--- src/rtl/cskb_defs.vh ---
// constants for the compare, skip and branch execution unit
`ifndef CSKB_DEFS_VH
`define CSKB_DEFS_VH
// operation select codes
`define CSKB_OP_NONE 3'h0
`define CSKB_OP_CMP_SKIP_EQ 3'h1
`define CSKB_OP_CMP_IMM 3'h2
`define CSKB_OP_CMP_REGS 3'h3
`define CSKB_OP_SKIP_REG_CLR 3'h4
`define CSKB_OP_SKIP_IO_CLR 3'h5
`define CSKB_OP_SKIP_IO_SET 3'h6
`define CSKB_OP_BRANCH 3'h7
// status flag bit positions
`define CSKB_FLAG_C 3'h0
`define CSKB_FLAG_Z 3'h1
`define CSKB_FLAG_N 3'h2
`define CSKB_FLAG_V 3'h3
`define CSKB_FLAG_S 3'h4
`define CSKB_FLAG_H 3'h5
// reset values
`define CSKB_PC_RST 16'h0000
`define CSKB_FLAGS_RST 8'h00
`define CSKB_WAIT_RST 2'h0
`define CSKB_CYC_RST 2'h0
`define CSKB_DONE_RST 1'h0
// program counter steps
`define CSKB_STEP_ONE 16'h0001
`define CSKB_STEP_SKIP1 16'h0002
`define CSKB_STEP_SKIP2 16'h0003
// cycle counts
`define CSKB_CYC_ONE 2'h1
`define CSKB_CYC_TWO 2'h2
`define CSKB_CYC_THREE 2'h3
`endif

--- src/rtl/cskb_exec.v ---
// execution of compare, skip and branch instructions: pc, flags, cycle timing
// Notes on behaviour
// - equal registers skip next instruction, flags kept
// - compare immediate subtracts, sets Z N V S C H
// - register bit zero skips next instruction
// - io bit zero skips next instruction
// - io bit one skips next instruction
// - flag set branches to pc plus offset plus one
// - flag clear branches likewise, flags kept
// - branch costs one cycle, two when taken
`timescale 1ns/1ps
`include "cskb_defs.vh"
module cskb_exec #(
  parameter PC_W = 16
) (
  // clock and reset
  input wire CLK,
  input wire RSTN,
  // instruction issue
  input wire ISSUE,
  input wire [2:0] OP,
  input wire [7:0] RD_VAL,
  input wire [7:0] RR_VAL,
  input wire [7:0] IMM,
  input wire [2:0] BIT_SEL,
  input wire [7:0] IO_VAL,
  input wire BRANCH_ON_SET,
  input wire signed [6:0] OFFSET,
  input wire NEXT_TWO_WORDS,
  // results
  output wire BUSY,
  output wire [PC_W-1:0] PC,
  output wire [7:0] FLAGS,
  output wire [1:0] LAST_CYCLES,
  output wire DONE
);
  localparam ST_IDLE = 2'b01;
  localparam ST_WAIT = 2'b10;

  reg [1:0] state_ff;
  reg [1:0] nxt_state;
  reg [1:0] wait_ff;
  reg [1:0] nxt_wait;
  reg [PC_W-1:0] pc_ff;
  reg [PC_W-1:0] nxt_pc;
  reg [7:0] flags_ff;
  reg [7:0] nxt_flags;
  reg [1:0] cyc_ff;
  reg [1:0] nxt_cyc;
  reg done_ff;
  reg nxt_done;

  // compare datapath, shared by both compare forms
  wire [7:0] cmp_b = (OP == `CSKB_OP_CMP_IMM) ? IMM : RR_VAL;
  wire [8:0] diff = {1'b0, RD_VAL} - {1'b0, cmp_b};
  wire [7:0] res = diff[7:0];
  wire f_c = diff[8];
  wire f_z = (res == 8'h00);
  wire f_n = res[7];
  wire f_v = (RD_VAL[7] & ~cmp_b[7] & ~res[7]) | (~RD_VAL[7] & cmp_b[7] & res[7]);
  wire f_h = (~RD_VAL[3] & cmp_b[3]) | (cmp_b[3] & res[3]) | (res[3] & ~RD_VAL[3]);

  // skip step depends on size of the skipped instruction
  wire [PC_W-1:0] skip_step = NEXT_TWO_WORDS ? `CSKB_STEP_SKIP2 : `CSKB_STEP_SKIP1;
  wire [1:0] skip_cyc = NEXT_TWO_WORDS ? `CSKB_CYC_THREE : `CSKB_CYC_TWO;
  wire rr_bit;
  wire io_bit;
  wire flag_bit;

  // register operand bit for the register bit skip
  cskb_bit_pick #(
    .W(8),
    .SW(3)
  ) u_cskb_bit_pick_rr (
    .vec(RR_VAL),
    .sel(BIT_SEL),
    .pick(rr_bit)
  );

  // io register bit for both io bit skips
  cskb_bit_pick #(
    .W(8),
    .SW(3)
  ) u_cskb_bit_pick_io (
    .vec(IO_VAL),
    .sel(BIT_SEL),
    .pick(io_bit)
  );

  // status bit read from the registered flags, so a compare in the
  // previous cycle is already visible to the branch that follows
  cskb_bit_pick #(
    .W(8),
    .SW(3)
  ) u_cskb_bit_pick_flag (
    .vec(flags_ff),
    .sel(BIT_SEL),
    .pick(flag_bit)
  );

  // branch_equal is the set-form branch on the zero flag
  wire br_take = BRANCH_ON_SET ? flag_bit : ~flag_bit;
  wire [PC_W-1:0] br_off = {{(PC_W-7){OFFSET[6]}}, OFFSET};

  reg skip_take;

  // next state: decide on issue, then hold busy for extra cycles
  always @* begin
    nxt_state = state_ff;
    nxt_wait = wait_ff;
    nxt_pc = pc_ff;
    nxt_flags = flags_ff;
    nxt_cyc = cyc_ff;
    nxt_done = 1'b0;
    skip_take = 1'b0;
    case (state_ff)
      ST_IDLE: begin
        if (ISSUE) begin
          nxt_pc = pc_ff + `CSKB_STEP_ONE;
          nxt_cyc = `CSKB_CYC_ONE;
          case (OP)
            `CSKB_OP_CMP_SKIP_EQ: skip_take = (RD_VAL == RR_VAL);
            `CSKB_OP_SKIP_REG_CLR: skip_take = ~rr_bit;
            `CSKB_OP_SKIP_IO_CLR: skip_take = ~io_bit;
            `CSKB_OP_SKIP_IO_SET: skip_take = io_bit;
            `CSKB_OP_CMP_IMM, `CSKB_OP_CMP_REGS: begin
              // result is discarded, only flags change
              nxt_flags[`CSKB_FLAG_C] = f_c;
              nxt_flags[`CSKB_FLAG_Z] = f_z;
              nxt_flags[`CSKB_FLAG_N] = f_n;
              nxt_flags[`CSKB_FLAG_V] = f_v;
              nxt_flags[`CSKB_FLAG_S] = f_n ^ f_v;
              nxt_flags[`CSKB_FLAG_H] = f_h;
            end
            `CSKB_OP_BRANCH: begin
              if (br_take) begin
                nxt_pc = pc_ff + br_off + `CSKB_STEP_ONE;
                nxt_cyc = `CSKB_CYC_TWO;
              end
            end
            default: nxt_cyc = cyc_ff;
          endcase
          if (skip_take) begin
            nxt_pc = pc_ff + skip_step;
            nxt_cyc = skip_cyc;
          end
          if (OP == `CSKB_OP_NONE) begin
            nxt_pc = pc_ff;
          end else if (nxt_cyc == `CSKB_CYC_ONE) begin
            nxt_done = 1'b1;
          end else begin
            nxt_wait = nxt_cyc - `CSKB_CYC_ONE;
            nxt_state = ST_WAIT;
          end
        end
      end
      ST_WAIT: begin
        // extra cycles of a taken skip or branch; issue ignored meanwhile
        nxt_wait = wait_ff - `CSKB_CYC_ONE;
        if (wait_ff == `CSKB_CYC_ONE) begin
          nxt_state = ST_IDLE;
          nxt_done = 1'b1;
        end
      end
      default: nxt_state = ST_IDLE;
    endcase
  end

  // issue sequencing registers
  always @(posedge CLK) begin
    if (!RSTN) begin
      state_ff <= ST_IDLE;
      wait_ff <= `CSKB_WAIT_RST;
      done_ff <= `CSKB_DONE_RST;
    end else begin
      state_ff <= nxt_state;
      wait_ff <= nxt_wait;
      done_ff <= nxt_done;
    end
  end

  // program counter, reset to the start of program space
  always @(posedge CLK) begin
    if (!RSTN) begin
      pc_ff <= `CSKB_PC_RST;
    end else begin
      pc_ff <= nxt_pc;
    end
  end

  // status flags, written only by the two compares
  always @(posedge CLK) begin
    if (!RSTN) begin
      flags_ff <= `CSKB_FLAGS_RST;
    end else begin
      flags_ff <= nxt_flags;
    end
  end

  // cycle count of the last op, held until the next issued op other than none
  always @(posedge CLK) begin
    if (!RSTN) begin
      cyc_ff <= `CSKB_CYC_RST;
    end else begin
      cyc_ff <= nxt_cyc;
    end
  end

  assign BUSY = state_ff[1]; // busy comes straight from the state register
  assign PC = pc_ff;
  assign FLAGS = flags_ff;
  assign LAST_CYCLES = cyc_ff;
  assign DONE = done_ff;
endmodule

// one bit chosen out of a vector
module cskb_bit_pick #(
  parameter W = 8,
  parameter SW = 3
) (
  // vector and bit number
  input wire [W-1:0] vec,
  input wire [SW-1:0] sel,
  // chosen bit
  output wire pick
);
  // combinational, so the skip decision stays in the issue cycle
  assign pick = vec[sel];
endmodule

--- config.mk ---
export PLATFORM = sky130hd
export DESIGN_NAME = cskb_exec
export DESIGN_NICKNAME = d
export VERILOG_FILES = /design/src/rtl/cskb_exec.v
export VERILOG_INCLUDE_DIRS = /design/src /design/src/rtl
export SDC_FILE = /design/constraint.sdc
export NUM_CORES = 1
export LEC_CHECK = 0
export ABC_CLOCK_PERIOD_IN_PS = 7760
export BUFFER_PORTS_ARGS = -buffer_cell sky130_fd_sc_hd__buf_2
export CAP_MARGIN = 15
export CELL_PAD_IN_SITES_DETAIL_PLACEMENT = 1
export CELL_PAD_IN_SITES_GLOBAL_PLACEMENT = 1
export CORE_ASPECT_RATIO = 1.75
export CORE_MARGIN = 1
export CORE_UTILIZATION = 44
export CTS_BUF_LIST = sky130_fd_sc_hd__clkbuf_8 sky130_fd_sc_hd__clkbuf_16
export DETAILED_ROUTE_END_ITERATION = 12
export GPL_TIMING_DRIVEN = 0
export HOLD_SLACK_MARGIN = 0.02
export MAX_ROUTING_LAYER = met4
export PLACE_DENSITY_LB_ADDON = 0.1
export RECOVER_POWER = 50
export REMOVE_ABC_BUFFERS = 1
export SETUP_SLACK_MARGIN = 0.15
export SLEW_MARGIN = 15
export SYNTH_ARGS = -nofsm -noshare
export SYNTH_HDL_FRONTEND = slang
export SYNTH_HIERARCHICAL = 1
export SYNTH_SLANG_ARGS = --single-unit
--- constraint.sdc ---
create_clock -name CLK -period 7.76 [get_ports CLK]
set_clock_uncertainty 0.05 [all_clocks]
set_input_delay 0.388 -clock CLK [delete_from_list [all_inputs] [get_ports CLK]]
set_output_delay 0.388 -clock CLK [all_outputs]
set_load 0.005 [all_outputs]
# After elaboration in Yosys (flattened, before gate mapping)

Index checks and enable logic that the tools add are counted.

$lt $le $gt $ge: 1
Reduce and logical (&&, ||, !) cells: 10
$add $sub $neg: 7
Equal/unequal tests: 16
Bitwise logic cells: 19
Muxes and demuxes: 35

Operator list:

| cell                                                       | count |
|---|---|
| two-way mux 16 bit                                         | 3 |
| adder 16 x 1 -> 16 bit, second input constant              | 2 |
| two-way mux 2 bit                                          | 11 |
| adder 16 bit                                               | 1 |
| adder 16 x 2 -> 16 bit                                     | 1 |
| equality test 3 bit, second input constant                 | 4 |
| two-way mux 1 bit                                          | 12 |
| case mux 2 bit (2 select lines)                            | 3 |
| binary-select mux 1 bit (select 3 bit)                     | 3 |
| subtractor 8 x 8 -> 9 bit                                  | 1 |
| equality test 8 bit                                        | 1 |
| zero test 8 bit                                            | 1 |
| two-way mux 8 bit                                          | 1 |
| inequality test 2 bit, second input constant               | 4 |
| inverter 1 bit                                             | 8 |
| AND reduction 4 bit                                        | 2 |
| AND 1 bit                                                  | 7 |
| equality test 2 x 1 -> 1 bit, second input constant        | 3 |
| equality test 3 x 2 -> 1 bit, second input constant        | 2 |
| AND reduction 3 bit                                        | 2 |
| OR reduction 6 bit                                         | 1 |
| less-than comparator 3 x 4 -> 1 bit, second input constant | 1 |
| case mux 1 bit (4 select lines)                            | 1 |
| subtractor 2 x 1 -> 2 bit, second input constant           | 2 |
| other kinds (9)                                            | 11 |

Output and inout port bits: 28
Logic and storage cells: 94
Flip-flop bits (word level): 29

# Depth between registers and ports, before layout

Depth after elaboration: 14
Depth in mapped cells: 17
Depth with buffers taken out: 17

# By module

The synthesis kept the hierarchy.

Modules (own cells, without submodules):

| module        | area each (sq um) | instances | cells an instance | seq. area each (sq um) |
|---|---|---|---|---|
| cskb_exec     | 3474.6            | 1         | 470               | 580.6 |
| cskb_bit_pick | 63.8              | 3         | 3                 | 0.0 |

# Worst setup path before layout

Ideal clock, no wire load.

Kind: input port to flip-flop
From: in OP[1]
To: reg flags_ff[1], in the netlist FLAGS[1]
Buffers on the path: 1
Stages: 16
Setup slack: 4.047 ns
Data required time: 7.593 ns
Arrival: 3.546 ns
Cells stage by stage: buf_2 -> nand2_1 -> nor2_1 -> mux2i_1 -> ha_1 -> a21o_1 -> a21o_1 -> a21o_1 -> a21oi_1 -> o21bai_1 -> a21oi_1 -> fa_1 -> nor4bb_1 -> nand2_1 -> nor4_1 -> a32o_1

Word-level cells in the longest chain between the ends: 4

RTL lines:

| item                         | line            | RTL |
|---|---|---|
| start, declared              | cskb_exec.v:21  | `input wire [2:0] OP,` |
| equality test 3 x 2 -> 1 bit | cskb_exec.v:121 | `case (OP)` |
| two-way mux 8 bit            | cskb_exec.v:54  | `` wire [7:0] cmp_b = (OP == `CSKB_OP_CMP_IMM) ? IMM : RR_VAL; `` |
| subtractor 8 x 8 -> 9 bit    | cskb_exec.v:55  | `wire [8:0] diff = {1'b0, RD_VAL} - {1'b0, cmp_b};` |
| zero test 8 bit              | cskb_exec.v:58  | `wire f_z = (res == 8'h00);` |
| end signal, assigned         | cskb_exec.v:194 | `` flags_ff <= `CSKB_FLAGS_RST; `` |
| end signal, assigned         | cskb_exec.v:196 | `flags_ff <= nxt_flags;` |
| end, declared                | cskb_exec.v:46  | `reg [7:0] flags_ff;` |

Parallel ways exist; a longest one is shown, timed or not.
A chain may end at the register's enable or synchronous reset.

# Worst setup path in the final report

From: in OP[2]
To: reg flags_ff[1], in the netlist FLAGS[1]

Same word-level chain as after synthesis.

==> metrics list <==
* Layout overhead on the synthesized area: 12.8%
- Ports: 78
- Fraction of layout cells with a size suffix above 1: 14.7%
* Final hold violation count: 0
* Leading cell types by total area after synthesis: dfxtp_1, ha_1, a21oi_1
- The flow ran to the end, and the final reports show no timing, DRC or antenna violations.
* Tightest Hold Check Type: reg2reg
- Number of H-tree branching levels: 2
* First-iteration detailed-routing DRC count: 142
- Post-CTS Repair Setup Buffers: 0
* Horizontal extent of the die: 71 um
- On the critical path the largest part of the delay comes from simple AND/OR/NAND/NOR gates.
- Clock-pin slew was measured on the worst setup and hold paths at 0.05 ns.
* Final count of pins violating max slew: 0
- The filler cells instantiated in the layout total 1,062.
- Critical Path Start Type: input port
- The critical path is of the in2reg type.
* Max incr delay on CP: 0.68 ns
- Worst-path cell chain: buf_2, inv_1, nand2_1, nor2_1, mux2i_1, ha_1, a21o_1, a21o_1, a21o_1, a21oi_1, o21bai_1, a21oi_1, fa_1, nor4bb_1, nand2_1, nor4_1, a32o_1
- Number of antenna diodes: 0
- Global routing consumed, over all layers together, 29.1% of the routing resources.
- Vias per cell: 6.17
- Clock tree from TritonCTS: done
* Cell depth of the worst flop-to-flop path: 12
* Via count of the first global-routing pass: 4,130
* Pre-CTS setup slack: 3.22 ns
- Clock tree synthesis inserted a total of 5 buffers.
- CTS root buffer: clkbuf_16
- Most common cell after layout, fill and taps aside: buf_2
- Aggregate global routing overflow: 0
- During placement, the flow inserted port buffers numbering 75.
* Core region area: 8020 um^2
- Fmax: 235 MHz
* Async SR Flop Fraction: 0%
- Row generation in the floorplan step produced 43 rows.
- Once detail routing completed, the nets flagged for antenna violations numbered 0.
* Slowest cell on crit path: nor2_1
- CTS Buffer Depth: 2
- Gates resized during post-CTS repair numbered 0.
* Tightest Pin Transition: 1.11 ns
- Summed over all failing endpoints, the final setup total negative slack is 0 ns.
- Counting flops and latches in the post-synthesis netlist gives 29.
* Distinct cell type count of the synthesized netlist: 63
- Post-detail-place hpwl: 9270 um
* Endpoint kind of the worst setup timing path: register
* Count of buffer and inverter cells on the critical path: 2
* Power per cell area: 136 nW/um^2
* Drt total wl: 11,700 um
- The startpoint identified for the worst register-to-register timing path is FLAGS[3].
- Max-cap violations: 0
- # setup viols final: 0
- IR analysis of the VDD net gives a maximum drop of 168 uV.
- Summed over its instances, the top area cell type makes up 15.8% of the synthesized netlist area.
* Crit path DAT: 4.43 ns
- Of all cell types, the one taking the most synthesized area is dfxtp_1.
- Hold timing on the final database bottoms out at a slack of 0.416 ns.
* Top cell by count, worst path: a21o_1
- Across all setup checks in the final design, the least slack found is 3.50 ns.
* Post-layout net count: 623
- The congestion estimate from routability-driven global placement came to 0.851.
* Count of yosys warnings during synthesis: 6
* Most frequent cells in the layout: buf_2, nand2_1, a21oi_1
* Clock sinks: 29
- Synthesized netlist cell count: 479
* Critical path startpoint: OP[2]
- The die covers 8720 um^2.
- Across all layers, the routed design uses 3,873 vias.
* Setup repair after global routing missed its margin: no
- Following the worst setup path forward leads to its endpoint at FLAGS[1].
- The endpoint identified for the worst register-to-register timing path is wait_ff[0].
* Die Span Y: 123 um
- Peak fanout along the critical path: 8
* WHS Path Cells: 2
- The first global-routing pass estimated 19,300 um of wire.
* Hold buffer count at cts: 0
- Top_reg_cell synth: dfxtp_1
- In the routed design, unresolved DRC markers number 0.
* Number of detailed-route iterations in the first pass: 6
- Min Clock Period, post-route: 4.26 ns
- Measured against its own limit, the worst slew margin works out to 25.5%.
- A synthesized cell averages 7.65 um^2.
- Minimum setup slack among reg-to-reg paths: 3.85 ns
* Latest clock arrival within the worst-skew pair: 0.28 ns
- Worst path required time: 7.93 ns
* Fin crit share: 54.9%
- Effective utilization at floorplan: 45.7%
* Antenna violations before repair: 0
- The share of the Yosys chip area taken by registers is 15.8%.
- Number of synthesized flops with an enable pin: 0
- After detailed routing, the average wire length per cell comes to 18.7 um.
- Total stage count of the critical path: 17
- Entering global routing, the biggest net connects 27 pins.
* Cell Area, Synth: 3670 um^2
* Pleak: 1.76 nW
==> tightest hold or removal path: cells and delay by family (launching register included) <==
kind	cells	cell delay, ns
buf+inv	1	0.06
compound gates	1	0.06
flops	1	0.29
==> flip-flops by register name, indices dropped and copies added (netlist names) <==
signal and flops:
PC 16, DONE 1, state_ff 2, LAST_CYCLES 2, wait_ff 2, FLAGS 6
==> metrics by stage <==
| step | cells | util, % | total power [mW] | area (um^2) |
|---|---|---|---|---|
| after detailed placement | 620 | 50.1 | 0.374 | 4010 |
| after floorplan | 455 | - | 0.301 | 3520 |
| after global placement | 620 | 50.1 | 0.367 | 4010 |
| after global routing | 628 | 51.6 | 0.596 | 4130 |
| final | 628 | 51.6 | 0.563 | 4130 |
| after CTS | 628 | 51.8 | 0.566 | 4160 |
==> power by group <==
| part | internal (mW) | switching, mW | total, mW |
|---|---|---|---|
| sequential | 0.159 | 0.0141 | 0.173 |
| clock | 0.117 | 0.0738 | 0.191 |
| combinational | 0.0820 | 0.117 | 0.199 |
==> how the worst min path moves through the flow <==
| stage | start | endpoint |
|---|---|---|
| after floorplan | wait_ff[1] | wait_ff[1] |
| after detailed placement | wait_ff[1] | wait_ff[1] |
| after CTS | wait_ff[1] | wait_ff[1] |
| final | wait_ff[1] | wait_ff[1] |
| after global routing | wait_ff[1] | wait_ff[1] |
| after global placement | wait_ff[1] | wait_ff[1] |
==> area by class of cell <==
type / instances / area [um^2] / share of cell area [%]
inverter: 25 / 93.8 / 2.27
sequential: 29 / 581 / 14.0
multi-input combinational: 401 / 2850 / 68.9
tap: 90 / 113 / 2.72
clock buffer: 5 / 125 / 3.03
clock inverter: 3 / 17.5 / 0.424
timing repair buffer: 75 / 354 / 8.57
==> cell usage after synthesis, drive strengths merged (5+ instances only) <==
library cell	count
dfxtp	29
nand3	17
ha	32
or3	8
o211ai	9
nor2b	6
nor2	29
nor4	7
mux2i	11
xnor2	19
xor2	17
inv	25
nand2	47
buf	12
o21ai	31
a211oi	5
a21o	10
nor3	14
and4	6
clkbuf	15
a21oi	42
mux2	5
nand4	10
and2	5
mux4	6
o21bai	5
==> routing by layer <==
metal  global-route usage [%]  wire length (um)
met1                     28.2              4300
met4                     14.0               443
met3                     3.04               398
met2                     56.4              6580
met5                        -                 0
==> cells by family after synthesis <==
group                    after synthesis  synth area share, %
AO/OA/AOI/OAI                        136                 23.6
XOR/XNOR                              36                 8.60
adder cells (fa/ha/maj)               36                 13.1
buffers and inverters                 52                 6.72
flip-flops                            29                 15.8
multiplexers                          22                 8.84
other                                  1                0.102
AND/OR/NAND/NOR                      167                 23.2
(Power assumes the default switching activity.)
